File: src/rtl/cse_pkg.sv
package cse_pkg;
  // clock and flash timing
  localparam int unsigned CLK_MHZ        = 100;
  localparam int unsigned FLASH_HALF_MS  = 250;
  localparam int unsigned FLASH_HALF_CYC = FLASH_HALF_MS * CLK_MHZ * 1000;

  // register byte offsets
  localparam logic [7:0] ADDR_CTRL   = 8'h00;
  localparam logic [7:0] ADDR_STAT   = 8'h04;
  localparam logic [7:0] ADDR_CODE   = 8'h08;
  localparam logic [7:0] ADDR_CLR    = 8'h0C;
  localparam logic [7:0] ADDR_ADR_LO = 8'h10;
  localparam logic [7:0] ADDR_ADR_HI = 8'h14;

  // error categories carrying a continue setting
  localparam int unsigned NCAT       = 6;
  localparam int unsigned CAT_UNIT   = 0;
  localparam int unsigned CAT_INTEL  = 1;
  localparam int unsigned CAT_VERIFY = 2;
  localparam int unsigned CAT_OPER   = 3;
  localparam int unsigned CAT_RLINK  = 4;
  localparam int unsigned CAT_RSLAVE = 5;

  // control fields
  localparam int unsigned CTL_ALLOW_DUP = 0;
  localparam int unsigned CTL_CONTINUE_ON_ERROR_SETTING_LSB  = 1;
  localparam int unsigned CTL_BATTERY_FAULT_INDICATOR_IND  = 7;
  localparam logic [7:0]  CTRL_RST      = 8'h80;

  // diagnostic codes
  localparam logic [7:0] CODE_NONE = 8'h00;
  localparam logic [7:0] CODE_OPER = 8'h2D;
  localparam logic [7:0] CODE_DUP  = 8'h22;
  localparam logic [NCAT-1:0][7:0] CAT_CODE =
    {8'h20, 8'h1F, CODE_OPER, 8'h1E, 8'h1D, 8'h1C};

  localparam logic [1:0] RESP_OKAY   = 2'h0;
  localparam logic [1:0] RESP_SLVERR = 2'h2;

  typedef enum logic [2:0] {
    CSE_PROGRAM_MODE_INDICATOR = 3'b001,
    CSE_RUN  = 3'b010,
    CSE_TEST = 3'b100
  } cse_mode_e;

  typedef enum logic [7:0] {
    V_WDT   = 8'h01,
    V_HALT  = 8'h02,
    V_WAIT  = 8'h04,
    V_PROGRAM_MODE_INDICATOR  = 8'h08,
    V_RUN   = 8'h10,
    V_FORCE = 8'h20,
    V_TBRK  = 8'h40,
    V_TRUN  = 8'h80
  } cse_view_e;

  typedef struct packed {
    logic alarm;
    logic battery_fault_indicator;
    logic error;
    logic brk;
    logic test;
    logic program_mode_indicator;
    logic run;
  } cse_led_s;

  typedef struct packed {
    logic            wdt;
    logic            battery_fault_indicator_low;
    logic            rio_wait;
    logic            syntax;
    logic [3:0]      syn_code;
    logic            dup;
    logic [NCAT-1:0] cat;
    logic [31:0]     oper_addr;
  } cse_evt_s;
endpackage : cse_pkg

File: src/rtl/cse_flash.sv
`timescale 1ns/1ns
module cse_flash #(
  parameter int unsigned HALF_CYC = cse_pkg::FLASH_HALF_CYC
) (
  input  logic ref_clk,
  input  logic sys_rst,
  output logic flash
);
  import cse_pkg::*;

  localparam int unsigned CW = $clog2(HALF_CYC);

  logic [CW-1:0] cnt_q;
  logic          flash_q;

  // free running half-period counter
  always_ff @(posedge ref_clk)
  begin
    if (sys_rst)
    begin
      cnt_q   <= '0;
      flash_q <= 1'b0;
    end
    else if (cnt_q == CW'(HALF_CYC - 1))
    begin
      cnt_q   <= '0;
      flash_q <= ~flash_q;
    end
    else
    begin
      cnt_q <= cnt_q + 1'b1;
    end
  end

  assign flash = flash_q;
endmodule : cse_flash

File: src/rtl/cse_policy.sv
`timescale 1ns/1ns
module cse_policy (
  input  cse_pkg::cse_evt_s evt,
  input  logic [7:0]        ctrl,
  output logic              halt_req,
  output logic              flag_req,
  output logic              code_hit,
  output logic [7:0]        code
);
  import cse_pkg::*;

  logic [NCAT-1:0] continue_on_error_setting;
  logic            dup_err;

  function automatic logic [7:0] cat_code(input logic [NCAT-1:0] c);
    logic [7:0] r;
    r = CODE_NONE;
    for (int i = NCAT - 1; i >= 0; i--)
      if (c[i])
        r = CAT_CODE[i];
    return r;
  endfunction : cat_code

  assign continue_on_error_setting     = ctrl[CTL_CONTINUE_ON_ERROR_SETTING_LSB +: NCAT];
  assign dup_err  = evt.dup & ~ctrl[CTL_ALLOW_DUP];
  assign halt_req = evt.syntax | dup_err | (|(evt.cat & ~continue_on_error_setting));
  assign flag_req = evt.syntax | dup_err | (|evt.cat);
  assign code_hit = flag_req;

  always_comb
  begin
    if (evt.syntax)
      code = {4'h0, evt.syn_code};
    else if (dup_err)
      code = CODE_DUP;
    else
      code = cat_code(evt.cat);
  end
endmodule : cse_policy

File: src/rtl/cse_status.sv
// Overview of operation
// - self-diagnosis flags errors and stops execution when the error needs it
// - by default every detected error except battery-low stops program execution
// - battery-low is flagged but execution goes on
// - with duplicate outputs allowed, a duplicate is no error and running goes on
// - operation error set to continue keeps running yet records the error
// - same continue-or-stop choice for unit, intelligent, verify, remote errors
// - indicator pattern follows operating mode and detected errors
// - run with forcing flashes run, program off, error off unless an error is recorded
// - test at break lights program and test, run off, stopped
// - test executing lights run and test, program and break off
// - halting error lights error and program, run and alarm off
// - battery error lights error and battery, execution continues
// - watchdog lights alarm and stops execution whatever else shows
// - remote slave wait flashes program, run and break off, stopped
// - codes 1 to 9 report a program syntax error
// - operation error reports code 45 to the host tool
// - watchdog expiry lights alarm and halts the controller
// - operation error captures the program address into two data registers
`timescale 1ns/1ns
module cse_status #(
  parameter int unsigned FLASH_HALF_CYC = cse_pkg::FLASH_HALF_CYC,
  parameter int unsigned ADDR_W         = 8
) (
  input  logic              ref_clk,
  input  logic              sys_rst,
  input  cse_pkg::cse_mode_e mode_sel,
  input  logic              force_act,
  input  logic              test_brk,
  input  cse_pkg::cse_evt_s evt,
  output cse_pkg::cse_led_s led,
  output logic              program_mode_indicator_exec,
  output logic [7:0]        diag_code,
  input  logic [ADDR_W-1:0] awaddr,
  input  logic              awvalid,
  output logic              awready,
  input  logic [31:0]       wdata,
  input  logic [3:0]        wstrb,
  input  logic              wvalid,
  output logic              wready,
  output logic [1:0]        bresp,
  output logic              bvalid,
  input  logic              bready,
  input  logic [ADDR_W-1:0] araddr,
  input  logic              arvalid,
  output logic              arready,
  output logic [31:0]       rdata,
  output logic [1:0]        rresp,
  output logic              rvalid,
  input  logic              rready
);
  import cse_pkg::*;

  logic [ADDR_W-1:0] awaddr_q;
  logic              aw_have_q;
  logic              awready_q;
  logic [31:0]       wdata_q;
  logic [3:0]        wstrb_q;
  logic              w_have_q;
  logic              wready_q;
  logic              bvalid_q;
  logic [1:0]        bresp_q;
  logic              arready_q;
  logic              rvalid_q;
  logic [31:0]       rdata_q;
  logic [1:0]        rresp_q;
  logic              do_wr;
  logic              clr_wr;
  logic [7:0]        ctrl_q;
  logic              err_q;
  logic              halt_q;
  logic              wdt_q;
  logic              battery_fault_indicator_q;
  logic [7:0]        code_q;
  logic [31:0]       addr_q;
  logic              halt_req;
  logic              flag_req;
  logic              code_hit;
  logic [7:0]        code_new;
  logic              flash;
  cse_view_e         view_d;
  cse_led_s          led_d;
  cse_led_s          led_q;
  logic              exec_d;
  logic              exec_q;
  logic [31:0]       rd_d;
  logic              rd_ok;

  function automatic logic hit(input logic [ADDR_W-1:0] a, input logic [7:0] off);
    return a == ADDR_W'(off);
  endfunction : hit

  cse_policy u_policy (
    .evt      (evt),
    .ctrl     (ctrl_q),
    .halt_req (halt_req),
    .flag_req (flag_req),
    .code_hit (code_hit),
    .code     (code_new)
  );

  cse_flash #(
    .HALF_CYC (FLASH_HALF_CYC)
  ) u_flash (
    .ref_clk (ref_clk),
    .sys_rst (sys_rst),
    .flash   (flash)
  );

  // write address channel
  always_ff @(posedge ref_clk)
  begin
    if (sys_rst)
    begin
      awready_q <= 1'b1;
      aw_have_q <= 1'b0;
      awaddr_q  <= '0;
    end
    else if (awvalid && awready_q)
    begin
      awready_q <= 1'b0;
      aw_have_q <= 1'b1;
      awaddr_q  <= awaddr;
    end
    else if (do_wr)
      aw_have_q <= 1'b0;
    else if (bvalid_q && bready)
      awready_q <= 1'b1;
  end

  // write data channel
  always_ff @(posedge ref_clk)
  begin
    if (sys_rst)
    begin
      wready_q <= 1'b1;
      w_have_q <= 1'b0;
      wdata_q  <= '0;
      wstrb_q  <= '0;
    end
    else if (wvalid && wready_q)
    begin
      wready_q <= 1'b0;
      w_have_q <= 1'b1;
      wdata_q  <= wdata;
      wstrb_q  <= wstrb;
    end
    else if (do_wr)
      w_have_q <= 1'b0;
    else if (bvalid_q && bready)
      wready_q <= 1'b1;
  end

  assign do_wr  = aw_have_q && w_have_q && !bvalid_q;
  assign clr_wr = do_wr && hit(awaddr_q, ADDR_CLR) && mode_sel == CSE_PROGRAM_MODE_INDICATOR;

  // write response
  always_ff @(posedge ref_clk)
  begin
    if (sys_rst)
    begin
      bvalid_q <= 1'b0;
      bresp_q  <= RESP_OKAY;
    end
    else if (do_wr)
    begin
      bvalid_q <= 1'b1;
      if (hit(awaddr_q, ADDR_CTRL) || hit(awaddr_q, ADDR_STAT)
          || hit(awaddr_q, ADDR_CODE) || hit(awaddr_q, ADDR_CLR)
          || hit(awaddr_q, ADDR_ADR_LO) || hit(awaddr_q, ADDR_ADR_HI))
        bresp_q <= RESP_OKAY;
      else
        bresp_q <= RESP_SLVERR;
    end
    else if (bvalid_q && bready)
      bvalid_q <= 1'b0;
  end

  // per-category stop or continue settings
  always_ff @(posedge ref_clk)
  begin
    if (sys_rst)
      ctrl_q <= CTRL_RST;
    else if (do_wr && hit(awaddr_q, ADDR_CTRL) && wstrb_q[0])
      ctrl_q <= wdata_q[7:0];
  end

  // read mux
  always_comb
  begin
    rd_d  = '0;
    rd_ok = 1'b1;
    if (hit(araddr, ADDR_CTRL))
      rd_d = {24'h0, ctrl_q};
    else if (hit(araddr, ADDR_STAT))
      rd_d = {20'h0, err_q, wdt_q, halt_q, exec_q, 1'b0, led_q};
    else if (hit(araddr, ADDR_CODE))
      rd_d = {24'h0, code_q};
    else if (hit(araddr, ADDR_ADR_LO))
      rd_d = {16'h0, addr_q[15:0]};
    else if (hit(araddr, ADDR_ADR_HI))
      rd_d = {16'h0, addr_q[31:16]};
    else if (!hit(araddr, ADDR_CLR))
      rd_ok = 1'b0;
  end

  // read channel
  always_ff @(posedge ref_clk)
  begin
    if (sys_rst)
    begin
      arready_q <= 1'b1;
      rvalid_q  <= 1'b0;
      rdata_q   <= '0;
      rresp_q   <= RESP_OKAY;
    end
    else if (arvalid && arready_q)
    begin
      arready_q <= 1'b0;
      rvalid_q  <= 1'b1;
      rdata_q   <= rd_d;
      rresp_q   <= rd_ok ? RESP_OKAY : RESP_SLVERR;
    end
    else if (rvalid_q && rready)
    begin
      rvalid_q  <= 1'b0;
      arready_q <= 1'b1;
    end
  end

  // sticky error and halt; a new error wins over a clear
  always_ff @(posedge ref_clk)
  begin
    if (sys_rst)
    begin
      err_q  <= 1'b0;
      halt_q <= 1'b0;
    end
    else
    begin
      if (flag_req)
        err_q <= 1'b1;
      else if (clr_wr)
        err_q <= 1'b0;
      if (halt_req)
        halt_q <= 1'b1;
      else if (clr_wr)
        halt_q <= 1'b0;
    end
  end

  // diagnostic code and faulting address
  always_ff @(posedge ref_clk)
  begin
    if (sys_rst)
      code_q <= CODE_NONE;
    else if (code_hit)
      code_q <= code_new;
    else if (clr_wr)
      code_q <= CODE_NONE;
  end

  always_ff @(posedge ref_clk)
  begin
    if (sys_rst)
      addr_q <= '0;
    else if (evt.cat[CAT_OPER])
      addr_q <= evt.oper_addr;
  end

  // watchdog latches until reset; battery never halts
  always_ff @(posedge ref_clk)
  begin
    if (sys_rst)
    begin
      wdt_q  <= 1'b0;
      battery_fault_indicator_q <= 1'b0;
    end
    else
    begin
      if (evt.wdt)
        wdt_q <= 1'b1;
      battery_fault_indicator_q <= evt.battery_fault_indicator_low && ctrl_q[CTL_BATTERY_FAULT_INDICATOR_IND];
    end
  end

  // indication priority
  always_comb
  begin
    if (wdt_q)
      view_d = V_WDT;
    else if (halt_q)
      view_d = V_HALT;
    else if (evt.rio_wait)
      view_d = V_WAIT;
    else
    begin
      unique case (mode_sel)
        CSE_RUN:  view_d = force_act ? V_FORCE : V_RUN;
        CSE_TEST: view_d = test_brk ? V_TBRK : V_TRUN;
        CSE_PROGRAM_MODE_INDICATOR: view_d = V_PROGRAM_MODE_INDICATOR;
        default:  view_d = V_PROGRAM_MODE_INDICATOR;
      endcase
    end
  end

  // indicator pattern per view
  always_comb
  begin
    led_d       = '0;
    led_d.error = err_q || battery_fault_indicator_q;
    led_d.battery_fault_indicator  = battery_fault_indicator_q;
    led_d.test  = mode_sel == CSE_TEST;
    exec_d      = 1'b0;
    unique case (view_d)
      V_WDT:
      begin
        led_d       = led_q;
        led_d.alarm = 1'b1;
      end
      V_HALT:
      begin
        led_d.program_mode_indicator  = 1'b1;
        led_d.error = 1'b1;
      end
      V_WAIT:
        led_d.program_mode_indicator = flash;
      V_PROGRAM_MODE_INDICATOR:
        led_d.program_mode_indicator = 1'b1;
      V_RUN:
      begin
        led_d.run = 1'b1;
        exec_d    = 1'b1;
      end
      V_FORCE:
      begin
        led_d.run = flash;
        exec_d    = 1'b1;
      end
      V_TBRK:
      begin
        led_d.program_mode_indicator = 1'b1;
        led_d.test = 1'b1;
        led_d.brk  = 1'b1;
      end
      V_TRUN:
      begin
        led_d.run  = 1'b1;
        led_d.test = 1'b1;
        exec_d     = 1'b1;
      end
    endcase
  end

  always_ff @(posedge ref_clk)
  begin
    if (sys_rst)
    begin
      led_q  <= '0;
      exec_q <= 1'b0;
    end
    else
    begin
      led_q  <= led_d;
      exec_q <= exec_d;
    end
  end

  assign led       = led_q;
  assign program_mode_indicator_exec = exec_q;
  assign diag_code = code_q;
  assign awready   = awready_q;
  assign wready    = wready_q;
  assign bvalid    = bvalid_q;
  assign bresp     = bresp_q;
  assign arready   = arready_q;
  assign rvalid    = rvalid_q;
  assign rdata     = rdata_q;
  assign rresp     = rresp_q;
endmodule : cse_status

File: config.mk
export PLATFORM = sky130hd
export DESIGN_NAME = cse_status
export DESIGN_NICKNAME = d
export VERILOG_FILES = /design/src/rtl/cse_pkg.sv /design/src/rtl/cse_flash.sv /design/src/rtl/cse_policy.sv /design/src/rtl/cse_status.sv
export SDC_FILE = /design/constraint.sdc
export NUM_CORES = 1
export LEC_CHECK = 0
export ABC_AREA = 0
export BUFFER_PORTS_ARGS = -buffer_cell sky130_fd_sc_hd__buf_2
export CAP_MARGIN = 15
export CORE_ASPECT_RATIO = 0.5
export CORE_MARGIN = 4
export CORE_UTILIZATION = 51
export CTS_CLUSTER_SIZE = 8
export DETAILED_ROUTE_END_ITERATION = 12
export PLACE_DENSITY = 0.89
export SLEW_MARGIN = 20
export SYNTH_ARGS = -nofsm -noshare
export SYNTH_HDL_FRONTEND = slang
export SYNTH_SLANG_ARGS = --single-unit
File: constraint.sdc
create_clock -name ref_clk -period 2 [get_ports ref_clk]
set_input_delay 0.2 -clock ref_clk [delete_from_list [all_inputs] [get_ports ref_clk]]
set_output_delay 0.2 -clock ref_clk [all_outputs]
set_load 0.01 [all_outputs]
==> impl_metrics.toml <==
[hold_path]
hold_start = "wdata[5]"
hold_depth = 3
min_path_type = "in -> reg"

[timing]
finalCritPeriodShare_pct = 97.6
slew_headroom_pct = 62.1
rsz0062_at_grt = "false"
maxSlewViolCount = 0
skew_ps = 6.69
max_freq_ghz = 0.512
hold_viol_final = 0
setup_viol = 0
period_needed_ps = 1950
setup_tns_ps = 0
worstMarginPinSlew_ps = 564
setup_ws_ps = 48.4

[placed_design]
post-place-ws_ps = 40.5
dp_hpwl_um = 9920
portBuffers = 120
placed_area_sq_um = 6130
gp_congestion = 0.870

[cts]
ctsRootBufferMaster = "clkbuf_16"
cts_htree_levels = 4
cts_buffer_depth = 2
clock_sinks = 126
clk-insertion-delay-late_ps = 420
clkSlewWorstSetupHoldPaths_ps = 50
postCtsSetupBuffers = 0
cts_tree = "built"
cts_made_buffers = 17

[yosys]
yosysWarnings = 0
synth_top_area_cell = "dfxtp_1"
ys_seq_area_share_pct = 45.9
netlist_area_sq_um = 5500
synthTopCellsByArea = "dfxtp_1, mux2i_1, nor2_1"
synthDistinctLibCells = 54
synth_edf_count = 0
syn_inst = 629
synthArstFlopShare_pct = 0
synth-seq-cells = 126
syn-mean-instance-area_sq_um = 8.74
yosys.area.top_type_share_pct = 45.9
synth_ff_type = "dfxtp_1"

[pwr]
leakage_nw = 2.93
p_per_area_nw_per_um2 = 926
finalPower_mw = 6.21
ir_worst_vdd_v = 0.000649

[critical_path]
rr_startpoint = "awaddr_q[6]"
required_ps = 2300
cp-startpoint = "awaddr_q[6]"
crit_arrival_ps = 2250
critical_path_class = "reg -> reg"
critical_path.max_stage_delay_ps = 560
crit_chain = "or4_4 -> nor4_4 -> nand3_1 -> a31oi_1 -> nor2_1"
cp_max_fo = 8
critical_path.startpoint_type = "flip-flop"
slowest_stage = "or4_4"
cp-end-kind = "flip-flop"
rr_worst_depth = 5

[drt]
final_antenna_net_count = 0
vias_per_cell = 5.63
drt_iter0_drc = 461
routedWlPerCell_um = 16.3
num_vias = 5037
firstDrtPassIters = 8
remaining_drc_errors = 0
finalWirelength_um = 14600

[grt]
antenna_found_initial = 0
grt_start_max_net_pins = 66
grt_pass1_wl_um = 22700
grt_use_total_pct = 22.7
grt_pass1_vias = 4802
grt_overflow_total = 0

[floorplanning]
core_area_sq_um = 10300
io_pins = 168
rows = 26
die_area_sq_um = 12600
die_h_um = 81.4
die_w_um = 155
start_util_pct = 53.1

[status]
status = "completed"

[layout]
antenna_cells = 0
design_area_sq_um = 6700
final_nets = 854
syn_to_final_growth_pct = 22.0
drive_gt1_share_pct = 23.2

[flow_run]
drv_cap = 0
cells in the final DEF, fill, tap and decap left out, types with 9 or more instances in the layout:
master     instances
xor2_1             9
conb_1            20
a21oi_1           47
mux2i_1           51
nor3_1            20
inv_1             12
buf_2            120
clkbuf_16         17
dfxtp_1          126
nand2_1           59
xnor2_1           16
nand3_1           18
a31oi_1            9
o21ai_0           15
nor2_1           102
kinds of logic (layout without fill, tap and decap cells):
kind of cell	count (synthesis)	count (layout)	share of synthesized area [%]
and+or+nand+nor	251	251	22.1
DFF	126	126	45.9
AOI/OAI and AO/OA	104	104	11.3
buffers and inverters	65	171	5.96
muxes	56	56	10.5
xor gates and xnor gates	25	25	3.98
adders and majority gates	1	1	0.228
other	1	20	0.0682
sequential cells by signal, summed over array words and instances (netlist names), 6 cells and up:
| name | cells |
|---|---|
| ctrl_q | 8 |
| led | 7 |
| u_flash.cnt_q | 25 |
| diag_code | 6 |
| rdata | 16 |
| addr_q | 32 |
| wdata_q | 8 |
| awaddr_q | 8 |
cell usage after synthesis (2+ instances only):
library cell	count
a211oi_1	7
a21oi_1	47
a22o_1	3
a22oi_1	6
a2bb2oi_1	4
a31oi_1	9
and2_1	3
and3b_1	2
and4_1	2
and4_2	2
buf_2	7
buf_4	20
clkbuf_1	25
dfxtp_1	126
inv_1	12
mux2_2	4
mux2i_1	51
nand2_1	59
nand2b_1	6
nand3_1	18
nand4_1	7
nor2_1	102
nor2b_1	5
nor3_1	22
nor4_1	3
nor4_4	2
nor4b_1	2
o21ai_0	15
o21bai_1	3
o22ai_1	5
or2_2	3
or3_1	2
xnor2_1	16
xor2_1	9
per-stage QoR:
stage | hold WS (ps) | cells | utilization [%]
after floorplan | 316 | 648 | -
after global placement | 436 | 863 | 59.3
after detailed placement | 443 | 863 | 59.3
after CTS | 8.83 | 894 | 64.7
after global routing | 5.74 | 894 | 64.8
final | 19.9 | 894 | 64.8
metal layers:
layer / vias up / GRT usage [%] / wire (um)
li1: 2363 / - / -
met3: 54 / 7.37 / 1040
met2: 222 / 40.8 / 7350
met4: 0 / 9.34 / 493
met5: - / 0 / 0
met1: 2398 / 25.6 / 5710
repair_timing:
| action | 4_1_cts | 5_1_grt |
|---|---|---|
| hold buffers | 0 | 0 |
| resized for setup | 0 | 3 |
| hold endpoints to repair | 0 | 0 |
| setup endpoints to repair | 0 | 24 |
area by class of cell:
cell class | instances | area [sq um]
repair buffers | 128 | 673
clock inverters | 8 | 90.1
fillers | 756 | 3640
clock buffers | 23 | 468
well taps | 140 | 175
inverters | 12 | 45.0
multi-input cells | 457 | 2730
flip-flops and latches | 126 | 2520
report_power, final:
part           internal [mW]  switching (mW)  total (mW)
combinational          0.235           0.328       0.564
sequential              2.62          0.0786        2.70
clock                   1.88            1.07        2.94
total                   4.73            1.48        6.21
worst max-delay path, delay by kind of cell, from the launching register on:
kind	cells	cell delay [ps]
AND/OR/NAND/NOR	4	1240
flip-flops	1	310
AO/OA/AOI/OAI	1	270
final timing paths:
| check | end | slack [ps] |
|---|---|---|
| worst max register to register | diag_code[4] | 50 |
| worst max-delay path | diag_code[4] | 50 |
| worst min register to register | wdata_q[6] | 460 |
| worst min-delay path | wdata_q[5] | 20 |
No activity file was read; power rests on OpenSTA's default activity.
